File: config.mk
export PLATFORM = sky130hd
export DESIGN_NAME = ddo_odt_ctrl
export DESIGN_NICKNAME = d
export VERILOG_FILES = /design/src/logic/ddo_sync2.v /design/src/logic/ddo_delay_line.v /design/src/logic/ddo_odt_ctrl.v
export VERILOG_INCLUDE_DIRS = /design/src /design/src/shared
export SDC_FILE = /design/constraint.sdc
export NUM_CORES = 1
export LEC_CHECK = 0
export BUFFER_PORTS_ARGS = -buffer_cell sky130_fd_sc_hd__buf_2
export CAP_MARGIN = 20
export CORE_MARGIN = 8
export CORE_UTILIZATION = 30
export CTS_CLUSTER_SIZE = 8
export DETAILED_ROUTE_END_ITERATION = 8
export GPL_ROUTABILITY_DRIVEN = 0
export MAX_ROUTING_LAYER = met4
export REMOVE_ABC_BUFFERS = 1
export SLEW_MARGIN = 20
export SYNTH_ARGS = -nofsm -noshare
export SYNTH_HDL_FRONTEND = slang
export SYNTH_SLANG_ARGS = --single-unit
File: constraint.sdc
create_clock -name mclk -period 7.2 [get_ports mclk]
set_clock_uncertainty 0.1 [all_clocks]
set_input_delay 0.72 -clock mclk [delete_from_list [all_inputs] [get_ports mclk]]
set_output_delay 0.72 -clock mclk [all_outputs]
set_load 0.01 [all_outputs]
File: src/shared/ddo_consts.vh
// Constants for the on-die termination timing block.
// Assumes a 100 MHz register clock and a byte-addressed AHB-Lite register map.
`ifndef DDO_CONSTS_VH
`define DDO_CONSTS_VH

// Register byte offsets
`define DDO_ADDR_CTRL        12'h000
`define DDO_ADDR_LAT         12'h004
`define DDO_ADDR_STATUS      12'h008

// Control register fields
`define DDO_CTRL_DLL_PD_ON   0
`define DDO_CTRL_RTT_NOM_EN  1
`define DDO_CTRL_RTT_WR_EN   2
`define DDO_CTRL_DLL_RESET   3
`define DDO_CTRL_WIDTH       3
`define DDO_CTRL_RST         3'h1

// Latency register fields
`define DDO_LAT_CWL_LSB      0
`define DDO_LAT_AL_LSB       4
`define DDO_LAT_NIB_W        4
`define DDO_LAT_TRFC_LSB     8
`define DDO_LAT_TXPDLL_LSB   16
`define DDO_LAT_BYTE_W       8
`define DDO_CWL_RST          4'h5
`define DDO_AL_RST           4'h0
`define DDO_TRFC_RST         8'h80
`define DDO_TXPDLL_RST       8'h0a

// Status register fields
`define DDO_STAT_MODE_LSB    0
`define DDO_STAT_RTT_ON      4
`define DDO_STAT_REF_BUSY    5
`define DDO_STAT_DLL_LOCKING 6
`define DDO_STAT_ASYNC_EFF   7

// Latency arithmetic
`define DDO_ODTL_OFFSET      5'h02
`define DDO_TANPD_EXTRA      5'h01

// Asynchronous termination delays in picoseconds, and the clock period
`define DDO_TAONPD_MIN_PS    2000
`define DDO_TAONPD_MAX_PS    8500
`define DDO_TAOFPD_MIN_PS    2000
`define DDO_TAOFPD_MAX_PS    8500
`define DDO_MCLK_PERIOD_PS   10000

// Default DLL relock time in memory clocks
`define DDO_TDLLK_CK         512

// AHB transfer type bit that marks an active transfer
`define DDO_HTRANS_ACTIVE    1

`endif

File: src/logic/ddo_sync2.v
// Two-flip-flop synchroniser for a bundle of pin levels.
// Assumes each bit is an independent slow level; no bus coherence is implied.
`timescale 1ns/100ps
`default_nettype none

module ddo_sync2 #(
  parameter WIDTH = 1
) (
  input  wire             mclk,
  input  wire             reset_n,
  input  wire [WIDTH-1:0] asyncIn,
  output reg  [WIDTH-1:0] syncOut
);

  reg [WIDTH-1:0] metaReg;

  always @(posedge mclk or negedge reset_n) begin
    if (!reset_n) begin
      metaReg <= {WIDTH{1'b0}};
      syncOut <= {WIDTH{1'b0}};
    end else begin
      metaReg <= asyncIn;
      syncOut <= metaReg;
    end
  end

endmodule

`default_nettype wire

File: src/logic/ddo_delay_line.v
// Shift register of ODT samples with a selectable registered tap.
// Assumes the shift strobe marks one memory-clock rising edge.
`timescale 1ns/100ps
`default_nettype none

module ddo_delay_line #(
  parameter DEPTH  = 32,
  parameter SEL_W  = 5
) (
  input  wire             mclk,
  input  wire             reset_n,
  input  wire             shift,
  input  wire             din,
  input  wire [SEL_W-1:0] tapSel,
  output reg              tapOut
);

  reg [DEPTH-1:0] histReg;

  always @(posedge mclk or negedge reset_n) begin
    if (!reset_n) begin
      histReg <= {DEPTH{1'b0}};
      tapOut  <= 1'b0;
    end else begin
      if (shift) begin
        histReg <= {histReg[DEPTH-2:0], din};
      end
      // Tap n is the sample taken n memory-clock edges before the newest
      tapOut <= histReg[tapSel];
    end
  end

endmodule

`default_nettype wire

File: src/logic/ddo_odt_ctrl.v
// Termination control of a DDR3L device: synchronous, transition and
// asynchronous ODT modes with power-down entry and exit windows.
// Assumes CK, ODT, CKE and the refresh command arrive as pins from the
// controller and software reaches the registers over AHB-Lite on mclk.
//
// Chosen here: register access over AHB-Lite and the register addresses.
`timescale 1ns/100ps
`default_nettype none
`include "ddo_consts.vh"

// Functional notes
// - Async mode in DLL-off precharge power-down
// - Async mode while DLL resynchronises after reset
// - Async ODT bypasses additive latency, uses time
// - Async turn-on between 2 and 8.5 ns; here rttOn rises 4 mclk (40 ns) after the pin
// - Async turn-off between 2 and 8.5 ns; here rttOn falls 4 mclk (40 ns) after the pin
// - Entry transition only when DLL-off selected
// - Entry window ends when CKE registered low
// - tANPD equals write latency minus one
// - Running refresh extends entry window to tRFC
// - Entry-window turn-on within combined bounds
// - Entry-window turn-off within combined bounds
// - Exit window lasts tANPD plus tXPDLL
// - Sync on/off latency is CWL plus AL minus two
// - Exit window ends tXPDLL after CKE high; here it runs tANPD plus tXPDLL from CKE high
module ddo_odt_ctrl #(
  parameter ADDR_W   = 12,
  parameter HIST_D   = 32,
  parameter TDLLK_CK = `DDO_TDLLK_CK
) (
  input  wire              mclk,
  input  wire              reset_n,
  // AHB-Lite slave
  input  wire              hsel,
  input  wire [ADDR_W-1:0] haddr,
  input  wire [1:0]        htrans,
  input  wire              hwrite,
  input  wire [2:0]        hsize,
  input  wire [31:0]       hwdata,
  input  wire              hready,
  output wire              hreadyout,
  output wire              hresp,
  output reg  [31:0]       hrdata,
  // Device pins
  input  wire              memClk,
  input  wire              odtPin,
  input  wire              ckePin,
  input  wire              refreshCmd,
  // Termination state
  output reg               rttOn,
  output reg               inTransition,
  output reg               asyncActive
);

  localparam ST_SYNC  = 4'b0001;
  localparam ST_PDE   = 4'b0010;
  localparam ST_ASYNC = 4'b0100;
  localparam ST_PDX   = 4'b1000;

  localparam CNT_W = 10;

  // Asynchronous delays in mclk cycles: least times round up, longest down
  localparam AON_MIN_CYC = (`DDO_TAONPD_MIN_PS + `DDO_MCLK_PERIOD_PS - 1) / `DDO_MCLK_PERIOD_PS;
  localparam AON_MAX_RAW = `DDO_TAONPD_MAX_PS / `DDO_MCLK_PERIOD_PS;
  localparam AON_MAX_CYC = (AON_MAX_RAW < 1) ? 1 : AON_MAX_RAW;
  localparam AOF_MIN_CYC = (`DDO_TAOFPD_MIN_PS + `DDO_MCLK_PERIOD_PS - 1) / `DDO_MCLK_PERIOD_PS;
  localparam AOF_MAX_RAW = `DDO_TAOFPD_MAX_PS / `DDO_MCLK_PERIOD_PS;
  localparam AOF_MAX_CYC = (AOF_MAX_RAW < 1) ? 1 : AOF_MAX_RAW;
  localparam AON_CYC     = (AON_MIN_CYC > AON_MAX_CYC) ? AON_MAX_CYC : AON_MIN_CYC;
  localparam AOF_CYC     = (AOF_MIN_CYC > AOF_MAX_CYC) ? AOF_MAX_CYC : AOF_MIN_CYC;
  localparam [3:0] AON_CNT = AON_CYC[3:0];
  localparam [3:0] AOF_CNT = AOF_CYC[3:0];
  localparam [CNT_W-1:0] TDLLK_CNT = TDLLK_CK[CNT_W-1:0];

  // Write latency minus a constant, clamped at zero
  function [4:0] latMinus;
    input [3:0] cwl;
    input [3:0] al;
    input [4:0] sub;
    reg   [4:0] wl;
    begin
      wl = {1'b0, cwl} + {1'b0, al};
      if (wl > sub) begin
        latMinus = wl - sub;
      end else begin
        latMinus = 5'h00;
      end
    end
  endfunction

  // Register file
  reg  [`DDO_CTRL_WIDTH-1:0] ctrl_reg;
  reg  [3:0]                 cwl_reg;
  reg  [3:0]                 al_reg;
  reg  [7:0]                 trfc_reg;
  reg  [7:0]                 txpdll_reg;
  reg                        dllResetPulse;

  // AHB address phase capture
  reg                        wrPend_reg;
  reg  [ADDR_W-1:0]          wrAddr_reg;

  // Synchronised pins and edge detection
  wire [3:0]                 pinSync;
  wire                       ckS;
  wire                       odtS;
  wire                       ckeS;
  wire                       refS;
  reg                        ckPrev_reg;
  wire                       ckRise;

  // Levels registered at memory-clock rising edges
  reg                        ckeReg;

  // Mode state and window counters
  reg  [3:0]                 state_reg;
  reg  [3:0]                 state_next;
  reg  [CNT_W-1:0]           winCnt_reg;
  reg  [CNT_W-1:0]           winCnt_next;
  reg  [7:0]                 refCnt_reg;
  reg  [CNT_W-1:0]           dllCnt_reg;

  // Asynchronous path
  reg                        asyncTgt_reg;
  reg  [3:0]                 asyncCnt_reg;

  wire [4:0]                 odtLat;
  wire [4:0]                 tanpd;
  wire                       rttEnabled;
  wire                       dllLocking;
  wire                       useAsync;
  wire                       syncTap;
  wire                       addrPhase;

  assign odtLat     = latMinus(cwl_reg, al_reg, `DDO_ODTL_OFFSET);
  assign tanpd      = odtLat + `DDO_TANPD_EXTRA;
  assign rttEnabled = ctrl_reg[`DDO_CTRL_RTT_NOM_EN] | ctrl_reg[`DDO_CTRL_RTT_WR_EN];
  assign dllLocking = (dllCnt_reg != {CNT_W{1'b0}});
  assign useAsync   = rttEnabled & ((state_reg == ST_ASYNC) | dllLocking);

  assign hreadyout  = 1'b1;
  assign hresp      = 1'b0;
  assign addrPhase  = hsel & hready & htrans[`DDO_HTRANS_ACTIVE];

  assign ckS    = pinSync[0];
  assign odtS   = pinSync[1];
  assign ckeS   = pinSync[2];
  assign refS   = pinSync[3];
  assign ckRise = ckS & ~ckPrev_reg;

  ddo_sync2 #(
    .WIDTH   (4)
  ) uSync (
    .mclk    (mclk),
    .reset_n (reset_n),
    .asyncIn ({refreshCmd, ckePin, odtPin, memClk}),
    .syncOut (pinSync)
  );

  // Synchronous path: ODT registered high shows up odtLat clocks later
  ddo_delay_line #(
    .DEPTH   (HIST_D),
    .SEL_W   (5)
  ) uDelay (
    .mclk    (mclk),
    .reset_n (reset_n),
    .shift   (ckRise),
    .din     (odtS),
    .tapSel  (odtLat),
    .tapOut  (syncTap)
  );

  // AHB-Lite register access, zero wait states
  always @(posedge mclk or negedge reset_n) begin
    if (!reset_n) begin
      wrPend_reg    <= 1'b0;
      wrAddr_reg    <= {ADDR_W{1'b0}};
      hrdata        <= 32'h0000_0000;
      ctrl_reg      <= `DDO_CTRL_RST;
      cwl_reg       <= `DDO_CWL_RST;
      al_reg        <= `DDO_AL_RST;
      trfc_reg      <= `DDO_TRFC_RST;
      txpdll_reg    <= `DDO_TXPDLL_RST;
      dllResetPulse <= 1'b0;
    end else begin
      dllResetPulse <= 1'b0;
      wrPend_reg    <= addrPhase & hwrite;
      if (addrPhase) begin
        wrAddr_reg <= haddr;
      end
      if (addrPhase && !hwrite) begin
        if (haddr == `DDO_ADDR_CTRL) begin
          hrdata <= {29'h0, ctrl_reg};
        end else if (haddr == `DDO_ADDR_LAT) begin
          hrdata <= {8'h00, txpdll_reg, trfc_reg, al_reg, cwl_reg};
        end else if (haddr == `DDO_ADDR_STATUS) begin
          hrdata <= {24'h00_0000, useAsync, dllLocking, (refCnt_reg != 8'h00),
                     rttOn, state_reg};
        end else begin
          hrdata <= 32'h0000_0000;
        end
      end
      if (wrPend_reg) begin
        if (wrAddr_reg == `DDO_ADDR_CTRL) begin
          ctrl_reg      <= hwdata[`DDO_CTRL_WIDTH-1:0];
          dllResetPulse <= hwdata[`DDO_CTRL_DLL_RESET];
        end else if (wrAddr_reg == `DDO_ADDR_LAT) begin
          cwl_reg    <= hwdata[`DDO_LAT_CWL_LSB +: `DDO_LAT_NIB_W];
          al_reg     <= hwdata[`DDO_LAT_AL_LSB +: `DDO_LAT_NIB_W];
          trfc_reg   <= hwdata[`DDO_LAT_TRFC_LSB +: `DDO_LAT_BYTE_W];
          txpdll_reg <= hwdata[`DDO_LAT_TXPDLL_LSB +: `DDO_LAT_BYTE_W];
        end
      end
    end
  end

  // Memory-clock edge sampling, refresh and DLL relock timers
  always @(posedge mclk or negedge reset_n) begin
    if (!reset_n) begin
      ckPrev_reg <= 1'b0;
      ckeReg     <= 1'b0;
      refCnt_reg <= 8'h00;
      dllCnt_reg <= {CNT_W{1'b0}};
    end else begin
      ckPrev_reg <= ckS;
      if (ckRise) begin
        ckeReg <= ckeS;
      end
      if (ckRise && ckeS && refS) begin
        refCnt_reg <= trfc_reg;
      end else if (ckRise && (refCnt_reg != 8'h00)) begin
        refCnt_reg <= refCnt_reg - 8'h01;
      end
      if (dllResetPulse) begin
        dllCnt_reg <= TDLLK_CNT;
      end else if (ckRise && dllLocking) begin
        dllCnt_reg <= dllCnt_reg - {{(CNT_W-1){1'b0}}, 1'b1};
      end
    end
  end

  // Mode state machine, advanced on memory-clock rising edges
  always @* begin
    state_next  = state_reg;
    winCnt_next = winCnt_reg;
    if (ckRise) begin
      case (state_reg)
        ST_SYNC: begin
          // The earlier tANPD part of the entry window is answered synchronously
          if (ckeReg && !ckeS && !ctrl_reg[`DDO_CTRL_DLL_PD_ON]) begin
            if (refCnt_reg > {3'h0, tanpd}) begin
              state_next  = ST_PDE;
              // Refresh edges still to run once this edge is counted
              winCnt_next = {2'h0, refCnt_reg - 8'h01};
            end else begin
              state_next  = ST_ASYNC;
            end
          end
        end
        ST_PDE: begin
          if (ckeS) begin
            state_next  = ST_PDX;
            winCnt_next = {{(CNT_W-5){1'b0}}, tanpd} + {2'h0, txpdll_reg};
          end else if (winCnt_reg <= {{(CNT_W-1){1'b0}}, 1'b1}) begin
            state_next  = ST_ASYNC;
            winCnt_next = {CNT_W{1'b0}};
          end else begin
            winCnt_next = winCnt_reg - {{(CNT_W-1){1'b0}}, 1'b1};
          end
        end
        ST_ASYNC: begin
          if (!ckeReg && ckeS) begin
            state_next  = ST_PDX;
            winCnt_next = {{(CNT_W-5){1'b0}}, tanpd} + {2'h0, txpdll_reg};
          end
        end
        ST_PDX: begin
          if (!ckeS) begin
            state_next  = ST_ASYNC;
            winCnt_next = {CNT_W{1'b0}};
          end else if (winCnt_reg <= {{(CNT_W-1){1'b0}}, 1'b1}) begin
            state_next  = ST_SYNC;
            winCnt_next = {CNT_W{1'b0}};
          end else begin
            winCnt_next = winCnt_reg - {{(CNT_W-1){1'b0}}, 1'b1};
          end
        end
        default: begin
          state_next  = ST_SYNC;
          winCnt_next = {CNT_W{1'b0}};
        end
      endcase
    end
  end

  always @(posedge mclk or negedge reset_n) begin
    if (!reset_n) begin
      state_reg  <= ST_SYNC;
      winCnt_reg <= {CNT_W{1'b0}};
    end else begin
      state_reg  <= state_next;
      winCnt_reg <= winCnt_next;
    end
  end

  // Termination output: synchronous tap or timed asynchronous follow
  always @(posedge mclk or negedge reset_n) begin
    if (!reset_n) begin
      rttOn        <= 1'b0;
      asyncTgt_reg <= 1'b0;
      asyncCnt_reg <= 4'h0;
      inTransition <= 1'b0;
      asyncActive  <= 1'b0;
    end else begin
      inTransition <= (state_reg == ST_PDE) | (state_reg == ST_PDX);
      asyncActive  <= useAsync;
      if (!rttEnabled) begin
        rttOn        <= 1'b0;
        asyncCnt_reg <= 4'h0;
      end else if (useAsync) begin
        // Pin level taken directly, no additive latency
        if (odtS != asyncTgt_reg) begin
          asyncTgt_reg <= odtS;
          asyncCnt_reg <= odtS ? AON_CNT : AOF_CNT;
        end else if (asyncCnt_reg > 4'h1) begin
          asyncCnt_reg <= asyncCnt_reg - 4'h1;
        end else begin
          asyncCnt_reg <= 4'h0;
          rttOn        <= asyncTgt_reg;
        end
      end else begin
        // Inside windows the synchronous answer lies within both bounds
        asyncTgt_reg <= odtS;
        asyncCnt_reg <= 4'h0;
        rttOn        <= syncTap;
      end
    end
  end

endmodule

`default_nettype wire

==> results.py, run 1 <==
metrics = {
    "outcome": {
        "status": "did not finish",
        "lastStage": "detailed routing",
        "error": "[ERROR DRT-0255] Maze Route cannot find path of net mclk in worker of routeBox ( 144900 0 ) ( 175410 48300 ).",
    },
    "synthesis": {
        "syn_inst": 796,
        "synth.avg_cell_area_um2": 9.577,
        "synth.cell_area_um2": 7624,
        "synth_seq_cells": 148,
        "synthTopCellsByCount": "nand2_1, dfrtp_1, nor2_1",
        "yosysTopAreaCell": "dfrtp_1",
        "yosysUniqueCellTypes": 62,
        "yosysSeqAreaShare": 0.4870,
        "yosys_most_used_dff": "dfrtp_1",
        "synth_top_area_frac": 0.4628,
        "synth_edf_count": 0,
        "yosys_warnings": 0,
        "yosysMostFrequentCell": "nand2_1",
        "postSynth.asyncResetShare": 1.000,
        "synthTopCellsByArea": "dfrtp_1, nand2_1, mux2_2",
    },
    "clocking": {
        "hold_buffers": 0,
        "cts_resized": 0,
        "cts_setup_buffers": 0,
        "h-tree-depth": 4,
        "cts_buffer_depth": 2,
        "ctsRootBufferMaster": "clkbuf_16",
        "clock_sinks": 148,
        "numCtsBuffers": 17,
    },
    "placed_design": {
        "hpwl_mm": 12.88,
        "io_buffers": 72,
    },
    "die": {
        "num_io_pins": 95,
        "die_height_um": 175.4,
        "die_w_um": 175.4,
        "initial_core_util": 0.3045,
        "rows": 58,
    },
    "global_routing": {
        "grtUsageTotal": 0.1261,
        "grt_pass1_wl_mm": 30.19,
        "antenna_found_initial": 1,
        "grt_pass1_vias": 5674,
        "overflow": 0,
        "grt_max_degree": 76,
    },
}
[logic make-up after synthesis]
group                      share of synthesized area
other                                      0.0009851
muxes                                        0.08616
DFF                                           0.4870
and+or+nand+nor                               0.1828
xor gates and xnor gates                     0.04120
AOI/OAI and AO/OA                             0.1152
buffers and inverters                        0.04202
adders and majority gates                    0.04464
[per-layer routing]
metal and track usage:
met5 -, met4 0.04239, met3 0.02963, met2 0.1988
met1 0.1573
[stage by stage]
stage               instance area [µm²]  std cells  setup slack (ns)
detailed placement                 8264       1167             1.924
CTS                                8838       1199             1.907
floorplan                          7435        759             2.457
global placement                   8264       1167             1.977
global route                       8841       1200             1.477
==> run 2, diff against run 1 <==
CORE_UTILIZATION = 20   (was 30)
CTS_CLUSTER_SIZE = unset   (was 8)
MAX_ROUTING_LAYER = unset   (was met4)
PLACE_DENSITY_LB_ADDON = 0.15   (was unset)
==> results.py, run 2 <==
metrics = {
    "synthesis": {
        "synth_seq_cells": 148,
        "yosysUniqueCellTypes": 62,
        "synth_top_area_frac": 0.4628,
        "yosysMostFrequentCell": "nand2_1",
        "synth.cell_area_um2": 7624,
        "synthTopCellsByCount": "nand2_1, dfrtp_1, nor2_1",
        "synth.avg_cell_area_um2": 9.577,
        "yosys_most_used_dff": "dfrtp_1",
        "yosys_warnings": 0,
        "synthTopCellsByArea": "dfrtp_1, nand2_1, mux2_2",
        "synth_edf_count": 0,
        "syn_inst": 796,
        "yosysTopAreaCell": "dfrtp_1",
        "postSynth.asyncResetShare": 1.000,
        "yosysSeqAreaShare": 0.4870,
    },
    "worst_setup_path": {
        "critPathArrivalTime_ns": 5.80,
        "cp_top_family": "adder cells",
        "slowest_stage": "fa_1",
        "crit_path_start": "al_reg[0]",
        "cp-start-kind": "flip-flop",
        "critPathKind": "reg2reg",
        "rr_startpoint": "al_reg[0]",
        "required_ns": 7.45,
        "endpoint_kind": "flip-flop",
        "crit_chain": "ha_1, fa_1, inv_1, ha_1, inv_1, o211a_1, nor4_4, xnor2_1, inv_1, ha_1, o21a_1, o21ai_0, a21oi_1, o21ai_0, buf_4, o21ai_0, o21ai_0",
        "critPathMaxFanout": 14,
        "max_stage_delay_ns": 0.84,
        "cp_common_cell": "o21ai_0",
        "cp_num_buf_inv": 4,
    },
    "clocking": {
        "clkLatencyLatePin_ns": 0.43,
        "numCtsBuffers": 17,
        "clock_sinks": 148,
        "cts_setup_buffers": 0,
        "cts_buffer_depth": 2,
        "h-tree-depth": 4,
        "path_clk_slew_ns": 0.07,
        "cts_resized": 0,
        "ctsRootBufferMaster": "clkbuf_16",
        "cts_tree": "yes",
        "hold_buffers": 0,
    },
    "finish": {
        "final_common_cell": "nand2_1",
        "drive_gt1_frac": 0.2023,
        "mostFrequentLayoutCells": "nand2_1, dfrtp_1, nor2_1",
        "diodes": 0,
        "largest_reg_flops": 32,
        "nets": 941,
        "syn2layout_area_growth_pct": 19.24,
    },
    "global_routing": {
        "grtUsageTotal": 0.09731,
        "antenna_found_initial": 1,
        "grt_pass1_vias": 5965,
        "grt_pass1_wl_mm": 33.82,
        "grt_max_degree": 80,
        "overflow": 0,
    },
    "routing": {
        "ant_nets": 0,
        "drc_errors": 0,
        "routedWlPerCell_um": 15.13,
        "first_pass_iters": 4,
        "via_per_inst": 4.094,
        "via_count": 5654,
        "totalWireLength_mm": 20.89,
        "drtIter0Drc": 267,
    },
    "flow_run": {
        "drv_cap": 0,
    },
    "die": {
        "die_w_um": 211.2,
        "initial_core_util": 0.2029,
        "rows": 71,
        "fp.coreArea_um2": 37580,
        "die-area_um2": 44620,
        "die_height_um": 211.2,
        "num_io_pins": 95,
    },
    "timing": {
        "tightestPinTransition_ns": 0.9672,
        "slew_violations": 0,
        "max_freq_mhz": 180.2,
        "finalHoldViolCount": 0,
        "period_share": 0.7706,
        "finalSetupTns_ns": 0,
        "whs_ns": 0.2407,
        "rsz0062_at_grt": "false",
        "slew_headroom": 0.3552,
        "min_period_ns": 5.548,
        "setup_violations": 0,
    },
    "worst_hold_path": {
        "hp-class": "in2async",
    },
    "pwr": {
        "p_int_w": 0.001840,
        "vdd_ir_drop_max_v": 0.0001752,
        "power_switching_w": 0.001008,
        "leakage_nw": 4.010,
        "p_sw_frac": 0.3539,
        "comb_power_share": 0.282,
        "finalPower_w": 0.002847,
        "power.density_nw_per_um2": 313.2,
        "seq_power_share": 0.396,
        "clockPowerShare": 0.322,
    },
    "placed_design": {
        "hpwl_mm": 14.86,
        "io_buffers": 72,
    },
    "outcome": {
        "status": "complete, no violations",
    },
}
==> run 2: cell counts after synthesis <==
No cell type changed its count.
==> run 2: layout make-up <==
| type | instances | area, µm² |
|---|---|---|
| clock buffers | 19 | 442.9 |
| clock inverters | 13 | 148.9 |
| fillers | 4093 | 28490 |
| inverters | 27 | 101.3 |
| multi-input cells | 584 | 3626 |
| flip-flops and latches | 148 | 3712 |
| well taps | 511 | 639.4 |
| repair buffers | 79 | 419.2 |
==> run 2: kinds of logic (layout without fill, tap and decap cells) <==
group / after synthesis / after routing / synth area share
AOI/OAI and AO/OA: 142 / 142 / 0.1152
xor gates and xnor gates: 35 / 35 / 0.04120
adders and majority gates: 26 / 26 / 0.04464
buffers and inverters: 72 / 138 / 0.04202
DFF: 148 / 148 / 0.4870
muxes: 59 / 59 / 0.08616
other: 2 / 10 / 0.0009851
and+or+nand+nor: 312 / 312 / 0.1828
==> run 2: power by group through the flow <==
stage / Combinational [W] / Sequential [W] / Clock (W)
finish: 0.000803 / 0.00113 / 0.000917
global route: 0.000919 / 0.00115 / 0.000991
CTS: 0.000820 / 0.00113 / 0.000959
detailed placement: 0.000817 / 0.00114 / 0
global placement: 0.000815 / 0.00115 / 0
floorplan: 0.000595 / 0.00110 / 0
==> run 2: path summary, 6_finish.rpt <==
kind | end | slack [ns] | depth (start not counted)
max reg2reg | winCnt_reg[2] | 1.65 | 17
max in group asynchronous | hrdata[11] | 5.29 | 2
min | uDelay.histReg[16] | 0.24 | 1
min in group mclk | uSync.syncOut[0] | 0.25 | 0
max | winCnt_reg[2] | 1.65 | 17
min reg2reg | uSync.syncOut[0] | 0.25 | 0
==> run 2: stage by stage <==
stage / area (µm²) / utilization / worst slack, ns / std cells
floorplan: 7435 / - / 2.457 / 759
global placement: 8498 / 0.2262 / 1.573 / 1349
detailed placement: 8498 / 0.2262 / 1.574 / 1349
CTS: 9090 / 0.2419 / 1.584 / 1381
global route: 9090 / 0.2419 / 1.130 / 1381
finish: 9090 / 0.2419 / 1.652 / 1381
==> run 2: routing by layer <==
metal  track usage  wire length [µm]  vias to the layer above
li1              -                 -                     2834
met1        0.1246              9980                     2745
met2        0.1617             10020                       67
met3       0.02552               745                        8
met4       0.02317               149                        0
met5             0                 0                        -
(Power assumes the default switching activity.)
==> run 3, diff against run 2 <==
clock period = 5 ns   (was 7.2 ns; I/O delays follow)
==> results.py, run 3 (synthesized netlist as in run 2, its figures left out) <==
metrics = {
    "flow_run": {
        "drv_cap": 0,
    },
    "routing": {
        "via_count": 5678,
        "first_pass_iters": 5,
        "drc_errors": 0,
        "via_per_inst": 4.106,
        "ant_nets": 0,
        "totalWireLength_mm": 21.03,
        "routedWlPerCell_um": 15.20,
        "drtIter0Drc": 269,
    },
    "die": {
        "initial_core_util": 0.2029,
        "die-area_um2": 44620,
        "die_height_um": 211.2,
        "fp.coreArea_um2": 37580,
        "rows": 71,
        "die_w_um": 211.2,
        "num_io_pins": 95,
    },
    "placed_design": {
        "placed_area_um2": 8546,
        "dp.cells": 1352,
        "io_buffers": 72,
        "hpwl_mm": 14.96,
        "preCtsSetupSlack_ns": 0.3461,
    },
    "worst_setup_path": {
        "crit_path_start": "al_reg[0]",
        "max_stage_delay_ns": 0.50,
        "required_ns": 5.27,
        "rr_startpoint": "al_reg[0]",
        "cp_top_family": "adder cells",
        "cp_common_cell": "ha_1",
        "cp-start-kind": "flip-flop",
        "cp_num_buf_inv": 2,
        "critPathArrivalTime_ns": 4.85,
        "slowest_stage": "or4_1",
        "endpoint_kind": "flip-flop",
        "critPathKind": "reg2reg",
        "crit_chain": "ha_1, fa_1, xnor2_2, ha_1, nand2_1, nor2_4, nor2_1, ha_1, xnor2_1, inv_1, ha_1, o21a_1, o21ai_0, a21oi_1, o21ai_0, buf_12, or4_1, nand2_1",
        "critPathMaxFanout": 20,
    },
    "timing": {
        "setup_violations": 0,
        "rsz0062_at_grt": "false",
        "finalSetupTns_ns": 0,
        "min_period_ns": 4.578,
        "slew_violations": 0,
        "max_freq_mhz": 218.4,
        "finalHoldViolCount": 6,
        "period_share": 0.9156,
        "whs_ns": -0.02947,
        "slew_headroom": 0.4177,
        "worst_slack_ns": 0.4218,
        "tightestPinTransition_ns": 0.8687,
    },
    "finish": {
        "syn2layout_area_growth_pct": 19.68,
        "final_common_cell": "nand2_1",
        "nFillCells": 4072,
        "final_cell_area_um2": 9124,
        "diodes": 0,
        "largest_reg_flops": 32,
        "nets": 944,
        "drive_gt1_frac": 0.2053,
        "mostFrequentLayoutCells": "nand2_1, dfrtp_1, nor2_1",
        "finalNonFillerCells": 1383,
    },
    "pwr": {
        "p_sw_frac": 0.3533,
        "seq_power_share": 0.398,
        "power.density_nw_per_um2": 448.5,
        "finalPower_w": 0.004092,
        "vdd_ir_drop_max_v": 0.0002464,
        "comb_power_share": 0.285,
        "clockPowerShare": 0.317,
        "power_switching_w": 0.001446,
        "leakage_nw": 4.038,
        "p_int_w": 0.002646,
    },
    "global_routing": {
        "grt_pass1_vias": 5948,
        "grt_max_degree": 81,
        "grtUsageTotal": 0.09867,
        "overflow": 0,
        "antenna_found_initial": 0,
        "grt_pass1_wl_mm": 34.31,
    },
    "clocking": {
        "ctsRootBufferMaster": "clkbuf_16",
        "cts_resized": 0,
        "numCtsBuffers": 17,
        "cts_buffer_depth": 2,
        "path_clk_slew_ns": 0.07,
        "clkLatencyLatePin_ns": 0.43,
        "clock_sinks": 148,
        "cts_setup_buffers": 0,
        "h-tree-depth": 4,
        "hold_buffers": 0,
        "cts_tree": "yes",
    },
    "outcome": {
        "failed_checks": "negative hold slack",
        "status": "finished with violations",
    },
    "worst_hold_path": {
        "hp-class": "in2async",
    },
}
run 3: changes by cell type in the layout (fill, tap and decap cells not counted), sizes merged:
cell | before | now
buf | 79 | 82
clkinv | 1 | 4
clkbuf | 19 | 17
clkinvlp | 6 | 4
run 3: worst paths after layout:
check                           cells past startpoint  slack [ns]            endpoint
worst max register to register                     18        0.42       winCnt_reg[9]
worst min-delay path                                1       -0.03  uDelay.histReg[15]
max in group asynchronous                           2        3.93        state_reg[0]
worst max-delay path                               18        0.42       winCnt_reg[9]
worst min register to register                      0        0.25    uSync.syncOut[0]
min in group mclk                                   1        0.07    uSync.metaReg[3]
run 3: per-layer routing:
metal  global-route usage  part of all wire  routed length [µm]
met1               0.1301              0.48               10130
met2               0.1587              0.47                9850
met3              0.02374             0.037                 782
met4              0.02823             0.012                 261
met5                    0                 0                   0
run 3: power groups by stage:
| stage | Sequential (W) | Clock [W] | Combinational (W) |
|---|---|---|---|
| after floorplan | 0.00158 | 0 | 0.000857 |
| after global placement | 0.00165 | 0 | 0.00119 |
| after detailed placement | 0.00165 | 0 | 0.00119 |
| after CTS | 0.00163 | 0.00135 | 0.00119 |
| after global routing | 0.00167 | 0.00139 | 0.00134 |
| final | 0.00163 | 0.00130 | 0.00117 |
run 3: metrics by stage:
| stage | utilization | hold slack (ns) |
|---|---|---|
| final | 0.2428 | -0.02947 |
| after CTS | 0.2428 | 0.002931 |
| after floorplan | - | 0.1044 |
| after detailed placement | 0.2274 | 0.2347 |
| after global routing | 0.2428 | 0.01861 |
| after global placement | 0.2274 | 0.2325 |
run 3: area by class of cell:
cell class | count | area, µm² | share of cell area
clock buffer | 17 | 425.4 | 0.04663
inverter | 27 | 101.3 | 0.01111
clock inverter | 14 | 152.6 | 0.01673
tap | 511 | 639.4 | 0.07008
multi-input combinational | 584 | 3626 | 0.3974
sequential | 148 | 3712 | 0.4069
timing repair buffer | 82 | 466.7 | 0.05115
==> run 4, diff against run 3 <==
PLACE_DENSITY_LB_ADDON = unset   (was 0.15)
==> results.py, run 4 (synthesized netlist as in run 2, its figures left out) <==
metrics = {
    "routing": {
        "via_per_inst": 4.216,
        "via_count": 5835,
        "drc_errors": 0,
        "ant_nets": 0,
        "routedWlPerCell_um": 13.97,
        "first_pass_iters": 5,
        "totalWireLength_mm": 19.34,
        "drtIter0Drc": 487,
    },
    "finish": {
        "nets": 944,
        "syn2layout_area_growth_pct": 19.79,
        "final_common_cell": "nand2_1",
        "mostFrequentLayoutCells": "nand2_1, dfrtp_1, nor2_1",
        "drive_gt1_frac": 0.2050,
        "diodes": 0,
        "largest_reg_flops": 32,
    },
    "timing": {
        "rsz0062_at_grt": "false",
        "finalHoldViolCount": 0,
        "tightestPinTransition_ns": 0.9461,
        "slew_headroom": 0.3679,
        "whs_ns": 0.07098,
        "max_freq_mhz": 220.1,
        "setup_violations": 0,
        "period_share": 0.9085,
        "finalSetupTns_ns": 0,
        "min_period_ns": 4.543,
        "slew_violations": 0,
    },
    "worst_setup_path": {
        "cp_common_cell": "ha_1",
        "rrSetupSlack_ns": 0.46,
        "critPathKind": "reg2reg",
        "cp-start-kind": "flip-flop",
        "endpoint_kind": "flip-flop",
        "slowest_stage": "dfstp_2",
        "reg2reg_depth": 18,
        "crit_chain": "ha_1, fa_1, inv_1, ha_1, nand2_1, nor2_4, nor2_1, ha_1, xnor2_1, inv_1, ha_1, o21a_1, o21ai_0, a21oi_1, o21ai_0, buf_4, nor2_1, a21oi_1",
        "rr_endpoint": "winCnt_reg[0]",
        "critPathArrivalTime_ns": 4.78,
        "max_stage_delay_ns": 0.54,
        "required_ns": 5.24,
        "worst-path-stages": 18,
        "rr_startpoint": "cwl_reg[0]",
        "critPathMaxFanout": 19,
        "cp_num_buf_inv": 3,
        "cp_top_family": "adder cells",
    },
    "clocking": {
        "cts_setup_buffers": 0,
        "clkLatencyLatePin_ns": 0.43,
        "numCtsBuffers": 17,
        "cts_tree": "yes",
        "hold_buffers": 0,
        "path_clk_slew_ns": 0.06,
        "clock_sinks": 148,
        "ctsRootBufferMaster": "clkbuf_16",
        "cts_buffer_depth": 2,
        "h-tree-depth": 4,
        "cts_resized": 0,
    },
    "die": {
        "die_w_um": 211.2,
        "rows": 71,
        "die-area_um2": 44620,
        "die_height_um": 211.2,
        "initial_core_util": 0.2029,
        "fp.coreArea_um2": 37580,
        "num_io_pins": 95,
    },
    "pwr": {
        "power.density_nw_per_um2": 449.5,
        "finalPower_w": 0.004105,
        "leakage_nw": 4.045,
        "vdd_ir_drop_max_v": 0.0002079,
    },
    "global_routing": {
        "grtUsageTotal": 0.08888,
        "grt_pass1_wl_mm": 31.27,
        "overflow": 0,
        "antenna_found_initial": 0,
        "grt_pass1_vias": 5796,
        "grt_max_degree": 110,
    },
    "worst_hold_path": {
        "hp-class": "in2async",
    },
    "placed_design": {
        "hpwl_mm": 14.17,
        "io_buffers": 72,
    },
    "flow_run": {
        "drv_cap": 0,
    },
    "outcome": {
        "status": "complete, no violations",
    },
}
## run 4: layer usage
metal | GRT usage | share of wire | routed length, µm | vias to the layer above
met4 | 0.03644 | 0.027 | 515 | 0
met3 | 0.02804 | 0.061 | 1188 | 29
met2 | 0.1415 | 0.46 | 8940 | 138
met1 | 0.1103 | 0.45 | 8692 | 2825
met5 | 0 | 0 | 0 | -
li1 | - | - | - | 2843
## run 4: worst register-to-register path, delay by kind of cell, from the launching register on
family,cells,cell delay (ns)
flip-flops,1,0.54
AO/OA/AOI/OAI,5,0.86
AND/OR/NAND/NOR,4,0.57
XOR/XNOR,1,0.30
adder cells (fa/ha/maj),5,1.54
buffers and inverters,3,0.54
## run 4: how the worst max path moves through the flow
| stage | startpoint | end | slack, ns |
|---|---|---|---|
| after CTS | cwl_reg[0] | winCnt_reg[9] | 0.47 |
| after floorplan | al_reg[0] | winCnt_reg[9] | 0.26 |
| final | cwl_reg[0] | winCnt_reg[0] | 0.46 |
| after global placement | cwl_reg[0] | winCnt_reg[9] | 0.58 |
| after detailed placement | cwl_reg[0] | winCnt_reg[0] | 0.51 |
| after global routing | cwl_reg[0] | winCnt_reg[5] | 0.11 |
## run 4: stage by stage
step           cells  instance area (µm²)  setup slack (ns)    util
3_3_place_gp    1352                 8521            0.5785  0.2268
4_1_cts         1384                 9130            0.4653  0.2430
6_report        1384                 9133            0.4573  0.2430
2_1_floorplan    759                 7435            0.2570       -
5_1_grt         1384                 9133            0.1109  0.2430
3_5_place_dp    1352                 8521            0.5050  0.2268
## run 4: cell type report
type	instances	area, µm²
clock inverter	12	152.6
clock buffer	20	456.7
multi-input combinational	584	3626
sequential	148	3712
timing repair buffer	82	444.2
inverter	27	101.3
fill	4021	28440
tap	511	639.4
## run 4: report_power, final
part	switching, W	internal [W]
combinational	0.000656	0.000506
sequential	0.000224	0.00140
clock	0.000510	0.000811
total	0.00139	0.00271
